### src/logic/asr_pkg.sv
package asr_pkg;

    // ---------------------------------------------------------------
    // Widths
    // ---------------------------------------------------------------
    localparam int ADDR_W = 15;
    localparam int DATA_W = 8;

    // ---------------------------------------------------------------
    // Timing, 70 ns grade, at a 50 MHz system clock
    // ---------------------------------------------------------------
    localparam int CLK_PERIOD_NS = 20;
    localparam int CLK_HZ        = 50_000_000;

    localparam int T_CYCLE_NS    = 70;  // read and write cycle time
    localparam int T_ACCESS_NS   = 70;  // address and select access
    localparam int T_WP_NS       = 55;  // write pulse width
    localparam int T_CW_NS       = 50;  // select to end of write
    localparam int T_AW_NS       = 50;  // address valid to end of write
    localparam int T_DW_NS       = 30;  // data valid to end of write
    localparam int T_HZ_NS       = 30;  // release of memory outputs
    localparam int T_RECOV_MS    = 5;   // retention_recovery_delay

    // Least times round up to whole cycles, plus one more cycle for the read
    localparam int RD_CYC    = (T_ACCESS_NS + CLK_PERIOD_NS - 1) / CLK_PERIOD_NS + 1;
    localparam int WP_CYC    = (T_WP_NS + CLK_PERIOD_NS - 1) / CLK_PERIOD_NS;
    localparam int TURN_CYC  = (T_HZ_NS + CLK_PERIOD_NS - 1) / CLK_PERIOD_NS;
    localparam int CYC_CYC   = (T_CYCLE_NS + CLK_PERIOD_NS - 1) / CLK_PERIOD_NS;
    localparam int RECOV_CYC = T_RECOV_MS * (CLK_HZ / 1000);

    localparam int CNT_W   = 8;
    localparam int RCV_W   = 24;

    // ---------------------------------------------------------------
    // Sequencer states
    // ---------------------------------------------------------------
    typedef enum logic [2:0] {
        ST_IDLE   = 3'b000,
        ST_RD     = 3'b001,
        ST_RD_END = 3'b010,
        ST_WR     = 3'b011,
        ST_WR_END = 3'b100,
        ST_RETAIN = 3'b101,
        ST_RECOV  = 3'b110,
        ST_GAP    = 3'b111
    } asr_state_t;

endpackage
### src/logic/asr_ctrl.sv
`timescale 1ns/100ps
// How it works
// RL1: Memory writes only while select and write enable overlap low.
// RL2: Memory floats its data pins whenever write enable is low.
// RL3: Selected, write enable high, output enable low: memory drives read data.
// RL4: Output enable stays high throughout every write cycle.
// RL5: Select falling with or after write enable keeps memory outputs off.
// RL6: Address changes only while select and write enable are both high.
// RL7: Write enable stays high for the whole read cycle.
// RL8: We drive data lines only after memory outputs have had time to float.
// RL9: Memory holds old read data 10 ns after address change.
// RL10: Memory drives no sooner than 10 ns after select asserts.
// RL11: Memory drives no sooner than 5 ns after output enable asserts.
// RL12: Memory floats within 30 ns of output enable or select release.
// RL13: Address is valid at least 50 ns before write window ends.
// RL14: Write data valid 30 ns before window end, zero hold allowed.
// RL15: Memory floats within 30 ns of write enable falling.
// RL16: Memory drives again no sooner than 10 ns after write window.
// RL17: Retention entered by raising select, held high throughout.
// RL18: Wait 5 ms after supply returns before any access.
// RL19: During retention only select is held; other pins may float.
// RL20: Read data valid 70 ns after address and select; sampled later.
// RL21: Consecutive accesses spaced at least the 70 ns cycle time.
module asr_ctrl #(
    parameter int RECOV_CYCLES = asr_pkg::RECOV_CYC
) (
    // Clock and reset
    input  wire logic                       sys_clk,
    input  wire logic                       rstn,
    // User request
    input  wire logic                       req_valid,
    input  wire logic                       req_write,
    input  wire logic [asr_pkg::ADDR_W-1:0] req_addr,
    input  wire logic [asr_pkg::DATA_W-1:0] req_wdata,
    output logic                            req_ready,
    output logic                            rsp_valid,
    output logic [asr_pkg::DATA_W-1:0]      rsp_rdata,
    // Retention control
    input  wire logic                       retain_req,
    input  wire logic                       supply_ok,
    output logic                            retained,
    // Memory pins
    output logic [asr_pkg::ADDR_W-1:0]      address_lines,
    output logic                            cs_n,
    output logic                            we_n,
    output logic                            oe_n,
    output logic [asr_pkg::DATA_W-1:0]      shared_data_lines_o,
    output logic                            shared_data_lines_oe,
    input  wire logic [asr_pkg::DATA_W-1:0] shared_data_lines_i
);

    // ---------------------------------------------------------------
    // Input synchronisers
    // ---------------------------------------------------------------
    logic [asr_pkg::DATA_W-1:0] din_s1_q, din_s2_q;
    logic                       sup_s1_q, sup_s2_q;

    always_ff @(posedge sys_clk or negedge rstn) begin
        if (!rstn) begin
            din_s1_q <= '0;
            din_s2_q <= '0;
            sup_s1_q <= 1'b0;
            sup_s2_q <= 1'b0;
        end else begin
            din_s1_q <= shared_data_lines_i;
            din_s2_q <= din_s1_q;
            sup_s1_q <= supply_ok;
            sup_s2_q <= sup_s1_q;
        end
    end

    // ---------------------------------------------------------------
    // State and timer
    // ---------------------------------------------------------------
    asr_pkg::asr_state_t state_q, state_d;
    logic                     tmr_load;
    logic [asr_pkg::RCV_W-1:0] tmr_val;
    logic                     tmr_done;

    asr_delay_cnt #(.W(asr_pkg::RCV_W)) u_tmr (
        .sys_clk (sys_clk),
        .rstn    (rstn),
        .load    (tmr_load),
        .value   (tmr_val),
        .done    (tmr_done)
    );

    localparam logic [asr_pkg::RCV_W-1:0] RD_LD    = asr_pkg::RCV_W'(asr_pkg::RD_CYC - 1);
    localparam logic [asr_pkg::RCV_W-1:0] WP_LD    = asr_pkg::RCV_W'(asr_pkg::WP_CYC - 1);
    localparam logic [asr_pkg::RCV_W-1:0] TURN_LD  = asr_pkg::RCV_W'(asr_pkg::TURN_CYC - 1);
    localparam logic [asr_pkg::RCV_W-1:0] RECOV_LD = asr_pkg::RCV_W'(RECOV_CYCLES - 1);

    wire start     = (state_q == asr_pkg::ST_IDLE) && req_valid && !retain_req && sup_s2_q;
    wire go_retain = (state_q == asr_pkg::ST_IDLE) && retain_req;

    // Next-state decode
    always_comb begin
        state_d  = state_q;
        tmr_load = 1'b0;
        tmr_val  = '0;
        case (state_q)
            asr_pkg::ST_IDLE: begin
                if (go_retain) begin
                    state_d = asr_pkg::ST_RETAIN;
                end else if (start && req_write) begin
                    state_d  = asr_pkg::ST_WR;
                    tmr_load = 1'b1;
                    tmr_val  = WP_LD;
                end else if (start) begin
                    state_d  = asr_pkg::ST_RD;
                    tmr_load = 1'b1;
                    tmr_val  = RD_LD;
                end
            end
            asr_pkg::ST_RD: begin
                if (tmr_done) begin
                    state_d  = asr_pkg::ST_RD_END;
                    tmr_load = 1'b1;
                    tmr_val  = TURN_LD;
                end
            end
            asr_pkg::ST_RD_END: begin
                // Let memory outputs float before the bus may be driven again
                if (tmr_done) begin
                    state_d = asr_pkg::ST_IDLE; // RL8 RL12
                end
            end
            asr_pkg::ST_WR: begin
                if (tmr_done) begin
                    state_d = asr_pkg::ST_WR_END;
                end
            end
            asr_pkg::ST_WR_END: begin
                state_d = asr_pkg::ST_GAP;
            end
            asr_pkg::ST_GAP: begin
                state_d = asr_pkg::ST_IDLE; // RL21
            end
            asr_pkg::ST_RETAIN: begin // RL19
                if (!retain_req && sup_s2_q) begin
                    state_d  = asr_pkg::ST_RECOV;
                    tmr_load = 1'b1;
                    tmr_val  = RECOV_LD;
                end
            end
            asr_pkg::ST_RECOV: begin
                if (!sup_s2_q) begin
                    state_d = asr_pkg::ST_RETAIN;
                end else if (tmr_done) begin
                    state_d = asr_pkg::ST_IDLE; // RL18
                end
            end
            default: begin
                state_d = asr_pkg::ST_IDLE;
            end
        endcase
    end

    // ---------------------------------------------------------------
    // Pin decode
    // ---------------------------------------------------------------
    wire in_rd    = (state_q == asr_pkg::ST_RD);
    wire in_wr    = (state_q == asr_pkg::ST_WR);
    // Select and write enable fall together so memory never drives
    wire cs_n_d   = !(in_rd || in_wr);                 // RL5 RL17
    wire we_n_d   = !in_wr;                            // RL1 RL7
    wire oe_n_d   = !in_rd;                            // RL4
    wire dq_oe_d  = in_wr || (state_q == asr_pkg::ST_WR_END); // RL8 RL14
    // Taken at the end of turnaround: the synchroniser lags the pins by two edges,
    // so sampling at the end of the read would see data before the access time
    wire rd_last  = (state_q == asr_pkg::ST_RD_END) && tmr_done; // RL20
    wire sp_idle  = (state_q == asr_pkg::ST_IDLE) && !go_retain;
    wire ready_d  = (state_d == asr_pkg::ST_IDLE) && sup_s2_q;

    always_ff @(posedge sys_clk or negedge rstn) begin
        if (!rstn) begin
            state_q <= asr_pkg::ST_IDLE;
        end else begin
            state_q <= state_d;
        end
    end

    // Address and data latch only when a cycle starts, strobes are high then
    always_ff @(posedge sys_clk or negedge rstn) begin
        if (!rstn) begin
            address_lines       <= '0;
            shared_data_lines_o <= '0;
        end else if (start) begin
            address_lines       <= req_addr;  // RL6 RL13
            shared_data_lines_o <= req_wdata; // RL14
        end
    end

    always_ff @(posedge sys_clk or negedge rstn) begin
        if (!rstn) begin
            cs_n                 <= 1'b1;
            we_n                 <= 1'b1;
            oe_n                 <= 1'b1;
            shared_data_lines_oe <= 1'b0;
        end else begin
            cs_n                 <= cs_n_d;
            we_n                 <= we_n_d;
            oe_n                 <= oe_n_d;
            shared_data_lines_oe <= dq_oe_d;
        end
    end

    // Read data comes from the synchroniser, never straight from the pins
    always_ff @(posedge sys_clk or negedge rstn) begin
        if (!rstn) begin
            rsp_valid <= 1'b0;
            rsp_rdata <= '0;
            req_ready <= 1'b0;
            retained  <= 1'b0;
        end else begin
            rsp_valid <= rd_last;
            if (rd_last) begin
                rsp_rdata <= din_s2_q;
            end
            req_ready <= ready_d && !start && sp_idle;
            retained  <= (state_d == asr_pkg::ST_RETAIN);
        end
    end

endmodule

### src/logic/asr_delay_cnt.sv
`timescale 1ns/100ps
// Down counter: load a count, done when it has reached zero.
module asr_delay_cnt #(
    parameter int W = 8
) (
    // Clock and reset
    input  wire logic         sys_clk,
    input  wire logic         rstn,
    // Control
    input  wire logic         load,
    input  wire logic [W-1:0] value,
    // Status
    output logic              done
);

    logic [W-1:0] cnt_q;

    assign done = (cnt_q == '0);

    always_ff @(posedge sys_clk or negedge rstn) begin
        if (!rstn) begin
            cnt_q <= '0;
        end else if (load) begin
            cnt_q <= value;
        end else if (!done) begin
            cnt_q <= cnt_q - 1'b1;
        end
    end

endmodule

### config.mk
export PLATFORM = sky130hd
export DESIGN_NAME = asr_ctrl
export DESIGN_NICKNAME = d
export VERILOG_FILES = /design/src/logic/asr_pkg.sv /design/src/logic/asr_ctrl.sv /design/src/logic/asr_delay_cnt.sv
export SDC_FILE = /design/constraint.sdc
export NUM_CORES = 1
export LEC_CHECK = 0
export ABC_CLOCK_PERIOD_IN_PS = 6500
export BUFFER_PORTS_ARGS = -buffer_cell sky130_fd_sc_hd__buf_2
export CORE_MARGIN = 2
export CORE_UTILIZATION = 59
export CTS_CLUSTER_DIAMETER = 120
export DETAILED_ROUTE_END_ITERATION = 16
export PLACE_DENSITY = 0.85
export SLEW_MARGIN = 40
export SYNTH_ARGS = -nofsm -noshare
export SYNTH_HDL_FRONTEND = slang
export SYNTH_HIERARCHICAL = 1
export SYNTH_SLANG_ARGS = --single-unit
### constraint.sdc
create_clock -name sys_clk -period 6.5 [get_ports sys_clk]
set_clock_uncertainty 0.1 [all_clocks]
set_input_delay 0.325 -clock sys_clk [delete_from_list [all_inputs] [get_ports sys_clk]]
set_output_delay 0.325 -clock sys_clk [all_outputs]
set_load 0.02 [all_outputs]
==> results.txt, run 1 <==
The total congestion overflow after global routing is 0. dfrtp_1 takes more of the synthesized area than any other cell. The area growth from synthesis to layout came out at 19.71%. The number of buffers between clock root and the deepest sink came out at 2. The worst setup path is of the flip-flop to flip-flop kind. The met3 track utilization from global routing is 4.771%.

The number of placement rows is 28. The area fraction in compound gates after synthesis came out at 7.972%. The critical path buffer and inverter count came out at 2. The effective utilization at floorplan is 62.09%. The synthesized design contains 0 enable-type register cells. The total of endpoints with negative setup slack in the final report came out at 0. After synthesis the cells add up to 3720 sq um. Global routing consumed, over all layers together, 23.62% of the routing resources. The wire length per cell after detailed routing came out at 16.10 um. The max-slew violation count came out at 0.

The worst vdd rail ir drop is 0.0002423 V. The vias after detailed routing is 2,631. The number of antenna violations at the first check in global routing is 0. Summed over all nets, the half-perimeter wirelength after detailed placement is 5176 um. During synthesis, Yosys emitted a total of 6 warnings. The maximum number of pins on one net before global-route repair is 84.

For the pin with the worst max-slew slack, the measured transition is 0.7194 ns. The tree is rooted in a clkbuf_8. The number of max-cap violations is 0. The worst hold path begins at req_addr[11]. The deepest level of the CTS H-tree came out at 3. The timing startpoint of the critical path is u_tmr/cnt_q[16]$_DFFE_PN0P_.

Of the available clock period, the critical path in the final layout requires 56.84%. The hold violation count in the final report came out at 0. The top achievable clock speed came out at 0.2707 GHz. The post-route cell area came out at 4453 sq um.

The fraction of layout cells with a size suffix above 1 came out at 34.98%. The run finished with clean final reports. The clock latency on the worst-skew pair came out at 0.35 ns.

The number of inserted diodes came out at 0. The most common cell after layout, fill and taps aside is dfrtp_1. The boundary pin count came out at 75. The total number of clock tree sinks came out at 83. After clock tree synthesis, the setup repair step added 0 buffers. TritonCTS built the clock tree. In this run, synthesis produced a sequential element count of 83. The critical path goes through or4_4 -> nand4bb_1 -> nor2_2 -> nor2b_2 -> a21o_1 -> nand2_1 -> a21oi_2 -> buf_4 -> inv_1 -> nand2_1 -> nor2_1 -> a21oi_1 -> o211ai_1. The sequential power share is 46.1%. After detailed routing, the number of vias per cell comes to 5.470.

Counting stages on the worst path, the most repeated cell is nand2_1. The depth of the most critical reg-to-reg path is 13. The number of instances in the placed design came out at 455. Data arrives at the worst endpoint at 3.81 ns. In this run, the clock network consumes 20.4% of the power. In this run the mean area of a mapped cell was 12.28 sq um. The async set-or-reset flop fraction in the synthesized netlist is 100.0%. The share of the Yosys chip area taken by registers is 55.94%. In the layout the commonest cells are 80 x dfrtp_1, 73 x buf_2, 26 x nand2_1, 21 x nor2_1, 18 x mux2_4. The internal power came out at 1.135 mW.

The kind of cell with the highest combined delay along the critical path is simple AND/OR/NAND/NOR gates. The via count of the first global-routing pass is 2,719. Buffers inserted during clock tree synthesis total 9. In this run the critical register-to-register path is launched from u_tmr/cnt_q[16]$_DFFE_PN0P_.

The ratio of total power to cell area came out at 407.7 nW/um^2. The final net count came out at 440. The aggregate routed wire length is 7746 um. The detailed router's first-iteration violation count came out at 162. The cell area reported after detailed placement is 4151 sq um. The fraction of power spent switching nets is 37.50%.

The synthesized netlist devotes 16.35% of its cell area to simple gates. The layer with the highest usage is met2. Summed over all failing endpoints, the final setup total negative slack is 0 ns. The standby leakage power is 2.084 nW. The floorplan step defined a die boundary enclosing 6956 sq um. The maximum fanout along the worst path is 36. The worst-case hold slack came out at 0.1002 ns. The floorplan step defined a core boundary enclosing 5991 sq um. The remaining number of nets flagged by the antenna check after routing came out at 0. The critical path runs through a total of 13 cells. The number of instances in the synthesized netlist came out at 303. The post-synthesis adder-cell area fraction is 0.6727%. The combinational family with the most area after synthesis is simple AND/OR/NAND/NOR gates. The share of cell area taken by muxes after synthesis came out at 11.50%. The most used flip-flop cell after synthesis is dfrtp_1.

The number of buffers inserted for hold repair after clock tree synthesis came out at 10. The clock slew seen by the registers of the worst setup and hold paths is 0.09 ns. The port buffer count is 74. The shortest period the worst path allows is 3.695 ns.

The peak per-stage delay on the critical path came out at 0.55 ns. From bottom edge to top edge, the die measures 83.40 um. The post-route DRC violation count is 0.

The number of gates given a new drive strength after cts came out at 0. The finished layout holds 481 standard cells, fillers aside. The part of the power in combinational logic is 33.5%. The setup slack after placement came out at 2.933 ns. The slowest stage of the critical path is the or4_4 cell. Setup repair after global routing left no endpoint under its margin. The tightest min-delay check is of the primary input to flip-flop type. Ranked by total cell area, the synthesized netlist is headed by dfrtp_1 54%, mux2_4 7.3%, mux2_2 4.2%. The post-layout worst setup margin came out at 2.805 ns. The global-route track usage on met2 came out at 39.74%. In this run the power spent charging and discharging nets is 0.6808 mW. The critical path capture point type is a flip-flop. STA puts the critical path data required time at 6.62 ns. After synthesis, the netlist uses 58 different library cells. The hold path depth came out at 2.

The global placer's final weighted congestion is 0.8809. The fraction of met1 tracks used by global routing came out at 29.64%. The iteration count of the initial detailed-routing pass came out at 4. The fraction of post-synthesis cell area in the top cell type by area came out at 53.82%.

The worst pin sits at a relative slew slack of 52.04%. The fraction of synthesized cell area in xor and xnor cells came out at 4.003%. The first global-routing pass estimated 12,920 um of wire. The worst setup path is launched from a flip-flop. The die extent in x is 83.40 um.
## cell families (layout without fill, tap and decap cells)
family          Yosys count  count (layout)
other cells               1              14
fa+ha+maj                 2               2
compound gates           48              48
flops                    83              83
buf+inv                  19             109
xor+xnor                 17              17
simple gates            101             101
mux                      32              32
## cell type report
type	instances	area (sq um)
clock inverter	7	77.57
tap	75	93.84
sequential	83	2081
fill	405	1538
multi-input combinational	214	1563
timing repair buffer	85	484.2
inverter	8	30.03
clock buffer	9	123.9
## worst register-to-register path: stages, from the launching register on
cell	delay, ns
dfrtp_1	0.43
or4_4	0.56
nand4bb_1	0.36
nor2_2	0.46
nor2b_2	0.26
a21o_1	0.10
nand2_1	0.08
a21oi_2	0.15
buf_4	0.32
inv_1	0.28
nand2_1	0.16
nor2_1	0.06
a21oi_1	0.14
o211ai_1	0.10
## path summary, 6_finish.rpt
kind / endpoint / slack (ns)
worst max-delay path: u_tmr/cnt_q[9]$_DFFE_PN0P_ / 2.81
max in group asynchronous: din_s1_q[4]$_DFF_PN0_ / 5.33
worst min register to register: din_s2_q[6]$_DFF_PN0_ / 0.24
worst max register to register: u_tmr/cnt_q[9]$_DFFE_PN0P_ / 2.81
min in group asynchronous: din_s1_q[5]$_DFF_PN0_ / 0.47
worst min-delay path: address_lines[11]$_DFFE_PN0N_ / 0.10
## flip-flops by register name, summed over array words and instances (netlist names)
register	count
address_lines	15
din_s2_q	8
sup_s1_q	1
shared_data_lines_o	8
sup_s2_q	1
we_n	1
oe_n	1
retained	1
rsp_valid	1
din_s1_q	8
cs_n	1
state_q	3
req_ready	1
rsp_rdata	8
u_tmr/cnt_q	24
shared_data_lines_oe	1
## power by group through the flow
stage / Combinational, mW / Sequential (mW) / Clock [mW]
2_1_floorplan: 0.370 / 0.890 / 0
3_3_place_gp: 0.578 / 0.829 / 0
3_5_place_dp: 0.598 / 0.841 / 0
4_1_cts: 0.610 / 0.834 / 0.376
5_1_grt: 0.663 / 0.863 / 0.403
6_report: 0.608 / 0.838 / 0.370
## layer usage
| metal | routed length (um) | share of wire [%] |
|---|---|---|
| met1 | 3247 | 42 |
| met2 | 3872 | 50 |
| met3 | 470 | 6.1 |
| met4 | 156 | 2.0 |
| met5 | 0 | 0 |
## synthesized netlist by cell type, types with 4 or more instances
cell	count
dfrtp_1	80
nand2_1	26
nor2_1	21
mux2_4	18
o21ai_0	16
mux2_2	14
xor2_1	10
a21oi_1	9
inv_1	7
xnor2_1	7
clkbuf_1	6
nand3_1	6
nand4_1	6
a211oi_1	4
nor4_1	4
o211ai_1	4
## metrics by stage
step / util (%) / power [mW]
floorplan: - / 1.260
finish: 74.33 / 1.815
global route: 74.33 / 1.929
global placement: 69.24 / 1.408
CTS: 74.33 / 1.819
detailed placement: 69.30 / 1.439
Power figures use the tool's default switching activity.
==> inputs of run 2 (changes only) <==
--- a/config.mk
+++ b/config.mk
@@ -5,13 +5,14 @@
 export SDC_FILE = /design/constraint.sdc
 export NUM_CORES = 1
 export LEC_CHECK = 0
-export ABC_CLOCK_PERIOD_IN_PS = 6500
+export ABC_AREA = 1
+export ABC_CLOCK_PERIOD_IN_PS = 3000
 export BUFFER_PORTS_ARGS = -buffer_cell sky130_fd_sc_hd__buf_2
 export CORE_MARGIN = 2
-export CORE_UTILIZATION = 59
+export CORE_UTILIZATION = 50
 export CTS_CLUSTER_DIAMETER = 120
 export DETAILED_ROUTE_END_ITERATION = 16
-export PLACE_DENSITY = 0.85
+export PLACE_DENSITY = 0.76
 export SLEW_MARGIN = 40
 export SYNTH_ARGS = -nofsm -noshare
 export SYNTH_HDL_FRONTEND = slang
==> constraint.sdc (replaced) <==
create_clock -name sys_clk -period 3 [get_ports sys_clk]
set_clock_uncertainty 0.1 [all_clocks]
set_input_delay 0.15 -clock sys_clk [delete_from_list [all_inputs] [get_ports sys_clk]]
set_output_delay 0.15 -clock sys_clk [all_outputs]
set_load 0.02 [all_outputs]
==> run 2 against run 1 <==
Compared with the run above:
- global-route usage shrank 1.4 points
- clock-buffer cell count grew 3
- flip-flop and latch count is the same
- cell count grew 47%
- power grew 140%
- critical path type unchanged
- highest routed layer unchanged
==> results.txt, run 2 <==
The clock slew seen by the registers of the worst setup and hold paths is 0.09 ns (about the same). The area growth from synthesis to layout is 26.80%. The number of buffers between clock root and the deepest sink is 2 (unchanged).

The vias after detailed routing came out at 3,393 (+29%). The average instance area after synthesis is 8.221 sq um (-33%). The deepest level of the CTS H-tree is 3 (unchanged). The effective utilization at floorplan is 51.28% (-11 points). The fraction of post-synthesis cell area in the top cell type by area came out at 51.05% (-2.8 points). The peak per-stage delay on the critical path came to 0.38 ns (-0.17 ns). The sum of negative setup slack came out at 0 ns (unchanged).

The netlist area before placement came to 3921 sq um (+5.4%). The aggregate routed wire length came out at 8937 um (+15%). The flip-flop count of the largest register after layout was 24 (unchanged). The most used flip-flop cell after synthesis is dfrtp_1. The remaining number of nets flagged by the antenna check after routing is 0 (unchanged). The fraction of layout cells with a size suffix above 1 is 20.83% (-14 points). In the layout the commonest cells are 165 x nand2_1, 80 x dfrtp_1, 73 x buf_2, 52 x inv_1, 49 x nor2_1. The top achievable clock speed came to 0.4416 GHz (+63%). The global placer's final weighted congestion came to 0.8964 (+1.8%).

nand2_1 is the most common cell in the netlist. TritonCTS built the clock tree. The flow ran to the end, and the final reports show no timing, DRC or antenna violations.

The final net count is 639 (+45%). The largest area contributor in the netlist is dfrtp_1. The warning count from the yosys run is 6 (unchanged).

The post-route fraction of the period consumed by the critical path is 75.48% (+19 points). The number of buffers created by CTS was 9 (unchanged). The clock latency on the worst-skew pair was 0.35 ns (about the same).

The wire length per cell after detailed routing was 12.64 um (-22%). The sequential share of the synthesized area came out at 53.06% (-2.9 points). For this design, the slowest cell found on the critical path is dfrtp_1. The maximum fanout along the worst path is 26 (-28%). The worst setup path is captured at a flip-flop. The register with the most flip-flops in the final layout is u_tmr/cnt_q.

The number of placement rows is 32 (+14%). The HPWL reported at the end of detailed placement came out at 5723 um (+11%). The shortest period the worst path allows is 2.265 ns (-1.430 ns). The largest registers in the layout are u_tmr/cnt_q x24, address_lines x15. The worst vdd rail ir drop is 0.0005328 V (+120%).

The critical path goes through inv_1 -> ha_1 -> nand3_1 -> nor2_1 -> nand3_2 -> inv_1 -> nand3_2 -> nand3_1 -> buf_4 -> o21ai_0 -> nand2_1 -> o21ai_0. The worst min-delay path category is primary input to flip-flop. The maximum number of pins on one net before global-route repair came out at 84 (unchanged).

The global-route usage over all layers is 22.18% (-1.4 points). The root buffer cell chosen for the clock tree is clkbuf_8. The number of fillers in the final layout is 607 (+50%). The total of endpoints with negative setup slack in the final report is 0 (unchanged). The kind of cell with the highest combined delay along the critical path is simple AND/OR/NAND/NOR gates. The standby leakage power is 2.659 nW (+28%). The most common cell after layout, fill and taps aside is nand2_1. The setup path with the least slack is of type flip-flop to flip-flop. The critical path buffer and inverter count is 3 (+1). The die boundary height came out at 92.56 um (+11%). The signal arrival time at the worst endpoint came out at 2.39 ns (-1.42 ns). The total congestion overflow after global routing came out at 0 (unchanged). The number of inserted diodes came out at 0 (unchanged). The area enclosed by the die boundary came out at 8567 sq um (+23%). Sorting the synthesized cells by area gives the leading types as dfrtp_1 51%, nand2_1 16%, inv_1 5.0%. The total core area was 7647 sq um (+28%). The ratio of total power to cell area is 889.0 nW/um^2 (+120%). The boundary pin count came out at 75 (unchanged). The die extent in x is 92.56 um (+11%).

The wire length of the first global-routing pass is 15,090 um (+17%). The detailed router's first-iteration violation count came out at 208 (+28%). The utilization after layout is 65.02% (-9.3 points). The async set-or-reset flop fraction in the synthesized netlist is 100.0% (unchanged). The count of distinct cell types in the synthesized netlist is 32 (-45%).

The number of instances in the synthesized netlist was 477 (+57%). The synthesized flop and latch total came to 83 (unchanged). The detailed-route vias per instance is 4.799 (-12%). The max-slew violation count is 0 (unchanged). Setup repair after global routing left no endpoint under its margin. The commonest cells after synthesis are 165 x nand2_1, 80 x dfrtp_1, 52 x inv_1. The required time at the worst-slack endpoint was 3.12 ns (-3.50 ns). The number of max-cap violations came out at 0 (unchanged). The post-route DRC violation count came out at 0 (unchanged). The setup slack after placement came out at 0.7647 ns (-2.168 ns). The number of antenna violations at the first check in global routing came to 0 (unchanged). The total number of clock tree sinks was 83 (unchanged).

The via count of the first global-routing pass was 3,321 (+22%). The port buffer count was 74 (unchanged). The hold violation count in the final report is 0 (unchanged). STA classifies the critical path startpoint as a flip-flop. The iteration count of the initial detailed-routing pass is 5 (+1). The number of synthesized flops with an enable pin came to 0 (unchanged). The post-layout worst setup margin is 0.7355 ns (-2.070 ns).
-- run 2: worst paths after layout --
check                                            from                         end  slack (ns)  cells after the start
setup reg to reg           u_tmr/cnt_q[0]$_DFFE_PN0P_  u_tmr/cnt_q[1]$_DFFE_PN0P_        0.74                     12
hold reg to reg                 din_s1_q[4]$_DFF_PN0_       din_s2_q[4]$_DFF_PN0_        0.25                      0
max in group asynchronous                        rstn              we_n$_DFF_PN1_        2.10                      3
setup / recovery           u_tmr/cnt_q[0]$_DFFE_PN0P_  u_tmr/cnt_q[1]$_DFFE_PN0P_        0.74                     12
min in group asynchronous                        rstn    rsp_rdata[2]$_DFFE_PN0P_        0.09                      2
hold / removal                              req_write  u_tmr/cnt_q[2]$_DFFE_PN0P_        0.05                      4
-- run 2: power breakdown --
part / internal [mW] / switching, mW
combinational: 0.636 / 1.14
sequential: 1.50 / 0.300
clock: 0.438 / 0.406
-- run 2: layer usage --
layer / part of all wire (%) / GRT usage [%] / wire length [um] / vias up
li1: - / - / - / 1702
met1: 44 / 29.07 / 3975 / 1567
met2: 47 / 36.56 / 4245 / 107
met3: 6.2 / 4.801 / 550 / 17
met4: 1.8 / 7.836 / 165 / 0
met5: 0 / 0 / 0 / -
-- run 2: logic make-up (layout without fill, tap and decap cells) --
logic type               after synthesis  count (layout)  synth area share [%]
AO/OA/AOI/OAI                         40              40                 5.584
XOR/XNOR                              10              10                 2.233
adder cells (fa/ha/maj)                2               2                0.6381
buffers and inverters                 68             183                 7.881
flip-flops                            83              83                 53.06
other                                  1              14               0.09563
AND/OR/NAND/NOR                      273             273                 30.50
-- run 2: layout make-up --
type | count | area [sq um] | area share, %
clock inverters | 4 | 56.30 | 1.132
multi-input cells | 339 | 1580 | 31.78
clock buffers | 12 | 155.1 | 3.120
well taps | 102 | 127.6 | 2.567
inverters | 56 | 212.7 | 4.278
repair buffers | 111 | 759.5 | 15.27
flip-flops and latches | 83 | 2081 | 41.85
-- run 2: worst reg2reg max path, stage by stage (launching register included) --
cell	delay, ns
dfrtp_1	0.38
inv_1	0.13
ha_1	0.21
nand3_1	0.08
nor2_1	0.12
nand3_2	0.12
inv_1	0.18
nand3_2	0.11
nand3_1	0.12
buf_4	0.29
o21ai_0	0.13
nand2_1	0.07
o21ai_0	0.08
-- run 2: what timing repair did --
item                      in CTS  in global routing
buffers inserted               0                  0
gates resized for setup        0                  0
hold buffers                  34                  0
hold endpoints to repair     113                  0
-- run 2: metrics by stage --
stage	hold WS [ns]	power (mW)	area, sq um	std cells
after detailed placement	0.1472	3.537	4393	656
after CTS	0.04003	4.424	4945	706
after global routing	0.09229	4.760	4972	707
after global placement	0.1584	3.482	4389	656
final	0.05164	4.420	4972	707
after floorplan	-0.2456	3.086	3970	490
==> inputs of run 3 (changes only) <==
--- a/config.mk
+++ b/config.mk
@@ -6,7 +6,7 @@
 export NUM_CORES = 1
 export LEC_CHECK = 0
 export ABC_AREA = 1
-export ABC_CLOCK_PERIOD_IN_PS = 3000
+export ABC_CLOCK_PERIOD_IN_PS = 1940
 export BUFFER_PORTS_ARGS = -buffer_cell sky130_fd_sc_hd__buf_2
 export CORE_MARGIN = 2
 export CORE_UTILIZATION = 50
==> constraint.sdc (replaced) <==
create_clock -name sys_clk -period 1.94 [get_ports sys_clk]
set_clock_uncertainty 0.1 [all_clocks]
set_input_delay 0.097 -clock sys_clk [delete_from_list [all_inputs] [get_ports sys_clk]]
set_output_delay 0.097 -clock sys_clk [all_outputs]
set_load 0.02 [all_outputs]
==> run 3 against run 2 <==
Compared with the run above:
- the run now ends with negative setup slack left
- cell count rose by 2.5%
- sequential share of layout area fell by 1.4 points
- critical path depth rose by 1
- register-to-register slack got worse by 0.75 ns
- worst setup slack got worse by 0.75 ns
- clock power rose by 33%
- non-clock buffer count rose by 19
- utilization rose by 2.3 points
- via count rose by 5.7%
- first-iteration DRC count rose by 22%
- power rose by 60%
==> results.txt, run 3 (synthesized netlist as in run 2, its figures left out) <==
The run finished, with violations left. The checks that failed: negative setup slack. The number of buffers between clock root and the deepest sink came out at 2 (unchanged). The worst hold path begins at req_write. The number of placement rows is 32 (unchanged). The area enclosed by the die boundary came out at 8567 sq um (unchanged). The number of antenna violations at the first check in global routing is 0 (unchanged). The die boundary height came out at 92.56 um (unchanged).

The via count of the first global-routing pass came out at 3,537 (+6.5%). The setup slack after placement is -0.07224 ns (-0.8370 ns). The clock slew seen by the registers of the worst setup and hold paths came out at 0.08 ns (about the same).

The worst hold path belongs to the class primary input to flip-flop. The shortest period the worst path allows came to 1.959 ns (-0.3058 ns). The iteration count of the initial detailed-routing pass is 5 (unchanged).

The global-route usage over all layers is 23.18% (+0.99 points). The worst vdd rail ir drop came out at 0.001033 V (+94%). The number of instances in the placed design came to 670 (+2.1%).

The storage element area came out at 2083 sq um (+0.12%). The detailed-route vias per instance is 4.948 (+3.1%). The deepest level of the CTS H-tree is 3 (unchanged).

The non-filler instance count after layout came to 725 (+2.5%). The maximum number of pins on one net before global-route repair came out at 48 (-43%). The post-layout total power is 7.090 mW (+60%).

In the layout the commonest cells are 164 x nand2_1, 78 x dfrtp_1, 73 x buf_2, 48 x nor2_1, 47 x inv_1. The vias after detailed routing is 3,587 (+5.7%). The post-route cell area is 5146 sq um (+3.5%). The final net count came out at 658 (+3.0%). The total congestion overflow after global routing is 0 (unchanged). The required time at the worst-slack endpoint is 2.11 ns (-1.01 ns). The cell area reported after detailed placement came out at 4532 sq um (+3.2%). The flip-flop count of the largest register after layout came to 24 (unchanged). The maximum fanout along the worst path came to 5 (-81%).

The global placer's final weighted congestion came out at 0.8718 (-2.7%). The footprint of the multi-input gates came out at 1633 sq um (+3.3%). The max-slew violation count came out at 0 (unchanged). In this run the critical register-to-register path is captured at u_tmr/cnt_q[0]$_DFFE_PN0P_. The die extent in x came out at 92.56 um (unchanged). The total core area came out at 7647 sq um (unchanged). The startpoint type of the worst setup path is a flip-flop. By startpoint and endpoint, the worst setup path is classified as flip-flop to flip-flop. The post-route DRC violation count came out at 0 (unchanged).

The post-route fraction of the period consumed by the critical path is 101.0% (+25 points). The hold path depth was 4 (unchanged). Leaving out fill and tap cells, the most frequent cell in the layout is nand2_1. The root buffer cell chosen for the clock tree is clkbuf_8. The signal arrival time at the worst endpoint is 2.13 ns (-0.26 ns). The effective utilization at floorplan is 51.28% (unchanged).

STA classifies the critical path endpoint as a flip-flop. The post-layout worst setup margin came out at -0.01867 ns (-0.7542 ns). The top achievable clock speed was 0.5106 GHz (+16%). Relative to the synthesized area, the layout overhead comes to 31.24%. TritonCTS built the clock tree. The HPWL reported at the end of detailed placement is 6189 um (+8.1%). The number of max-cap violations was 0 (unchanged). Setup repair after global routing could not meet its margin everywhere. The number of fillers in the final layout came out at 568 (-6.4%). The depth of the most critical reg-to-reg path came to 13 (+1). The sink of the worst hold path is u_tmr/cnt_q[2]$_DFFE_PN0P_.

The wire length of the first global-routing pass came out at 15,840 um (+4.9%). The detailed router's first-iteration violation count is 254 (+22%). The total number of clock tree sinks came out at 83 (unchanged). More flip-flops sit in one register than any other, and that register is u_tmr/cnt_q. The aggregate routed wire length came to 9493 um (+6.2%). The remaining number of nets flagged by the antenna check after routing is 0 (unchanged). The ratio of total power to cell area came to 1378 nW/um^2 (+55%).

The hold violation count in the final report came out at 0 (unchanged). The slack of the worst reg-to-reg path is -0.02 ns (-0.75 ns). The clock latency on the worst-skew pair is 0.35 ns (about the same). The port buffer count is 74 (unchanged). The largest registers in the layout are u_tmr/cnt_q x24, address_lines x15. The boundary pin count is 75 (unchanged).

The wire length per cell after detailed routing is 13.09 um (+3.6%). The standby leakage power came to 2.732 nW (+2.8%). The number of buffers created by CTS is 9 (unchanged). The number of inserted diodes came out at 0 (unchanged).

The origin of the critical flop-to-flop path is u_tmr/cnt_q[0]$_DFFE_PN0P_. The total of endpoints with negative setup slack in the final report is 1 (+1). The fraction of layout cells with a size suffix above 1 is 25.20% (+4.4 points).
[run 3: changes by cell type in the layout (fill, tap and decap cells not counted), moves of 2 or more]
cell	change
inv_2	+3
o21ai_0	-2
nand3_4	+2
dfrtp_2	+2
buf_12	+2
inv_1	-5
clkinvlp_4	+3
buf_4	+17
dfrtp_1	-2
o21ai_1	+2
nand3_1	-3
[run 3: critical path, stage by stage, from the launching register on]
cell,delay (ns)
dfrtp_1,0.41
inv_2,0.09
ha_4,0.15
nand3_2,0.08
nor2_2,0.16
nand3_2,0.10
inv_2,0.10
nand3_4,0.09
nand3_4,0.11
buf_4,0.14
nand2_1,0.05
o21ai_0,0.11
nand2_1,0.10
o21ai_1,0.09
[run 3: what timing repair did]
action                                 4_1_cts  5_1_grt
setup endpoints to repair                   18       29
endpoints found under the hold margin      113        0
pin swaps                                    3        8
setup buffers                                0        6
gates resized for setup                      4       15
hold buffers                                34        0
[run 3: final cells by class]
type / instances / share of cell area [%]
well taps: 102 / 2.480
flip-flops and latches: 83 / 40.48
inverters: 56 / 4.328
repair buffers: 130 / 17.70
multi-input cells: 339 / 31.73
clock inverters: 4 / 0.5349
clock buffers: 11 / 2.747
[run 3: power by group]
group	switching, mW	total [mW]	internal, mW
combinational	1.95	3.14	1.19
clock	0.624	1.12	0.491
sequential	0.513	2.83	2.32
total	3.09	7.09	4.00
[run 3: layer usage]
layer | global-route usage [%] | part of all wire [%] | vias to the layer above
met2 | 40.45 | 50 | 146
li1 | - | - | 1743
met1 | 29.28 | 42 | 1680
met3 | 5.452 | 6.2 | 18
met4 | 5.473 | 1.6 | 0
met5 | 0 | 0 | -
[run 3: stage by stage]
stage               hold WS [ns]  setup TNS, ns  util (%)
detailed placement       -0.1287        -0.2648     59.26
floorplan                -0.2986              0         -
finish                  0.009127       -0.01867     67.29
global route            0.009765        -0.5290     67.29
global placement         -0.1284              0     59.26
CTS                     0.006955              0     66.10
[run 3: how the worst max path moves through the flow]
stage | end | from | slack [ns]
CTS | u_tmr/cnt_q[1]$_DFFE_PN0P_ | u_tmr/cnt_q[1]$_DFFE_PN0P_ | 0.006
floorplan | u_tmr/cnt_q[15]$_DFFE_PN0P_ | u_tmr/cnt_q[0]$_DFFE_PN0P_ | 0.002
global placement | u_tmr/cnt_q[1]$_DFFE_PN0P_ | u_tmr/cnt_q[2]$_DFFE_PN0P_ | 0.04
finish | u_tmr/cnt_q[0]$_DFFE_PN0P_ | u_tmr/cnt_q[0]$_DFFE_PN0P_ | -0.02
detailed placement | u_tmr/cnt_q[1]$_DFFE_PN0P_ | u_tmr/cnt_q[2]$_DFFE_PN0P_ | -0.07
global route | u_tmr/cnt_q[0]$_DFFE_PN0P_ | u_tmr/cnt_q[1]$_DFFE_PN0P_ | -0.12
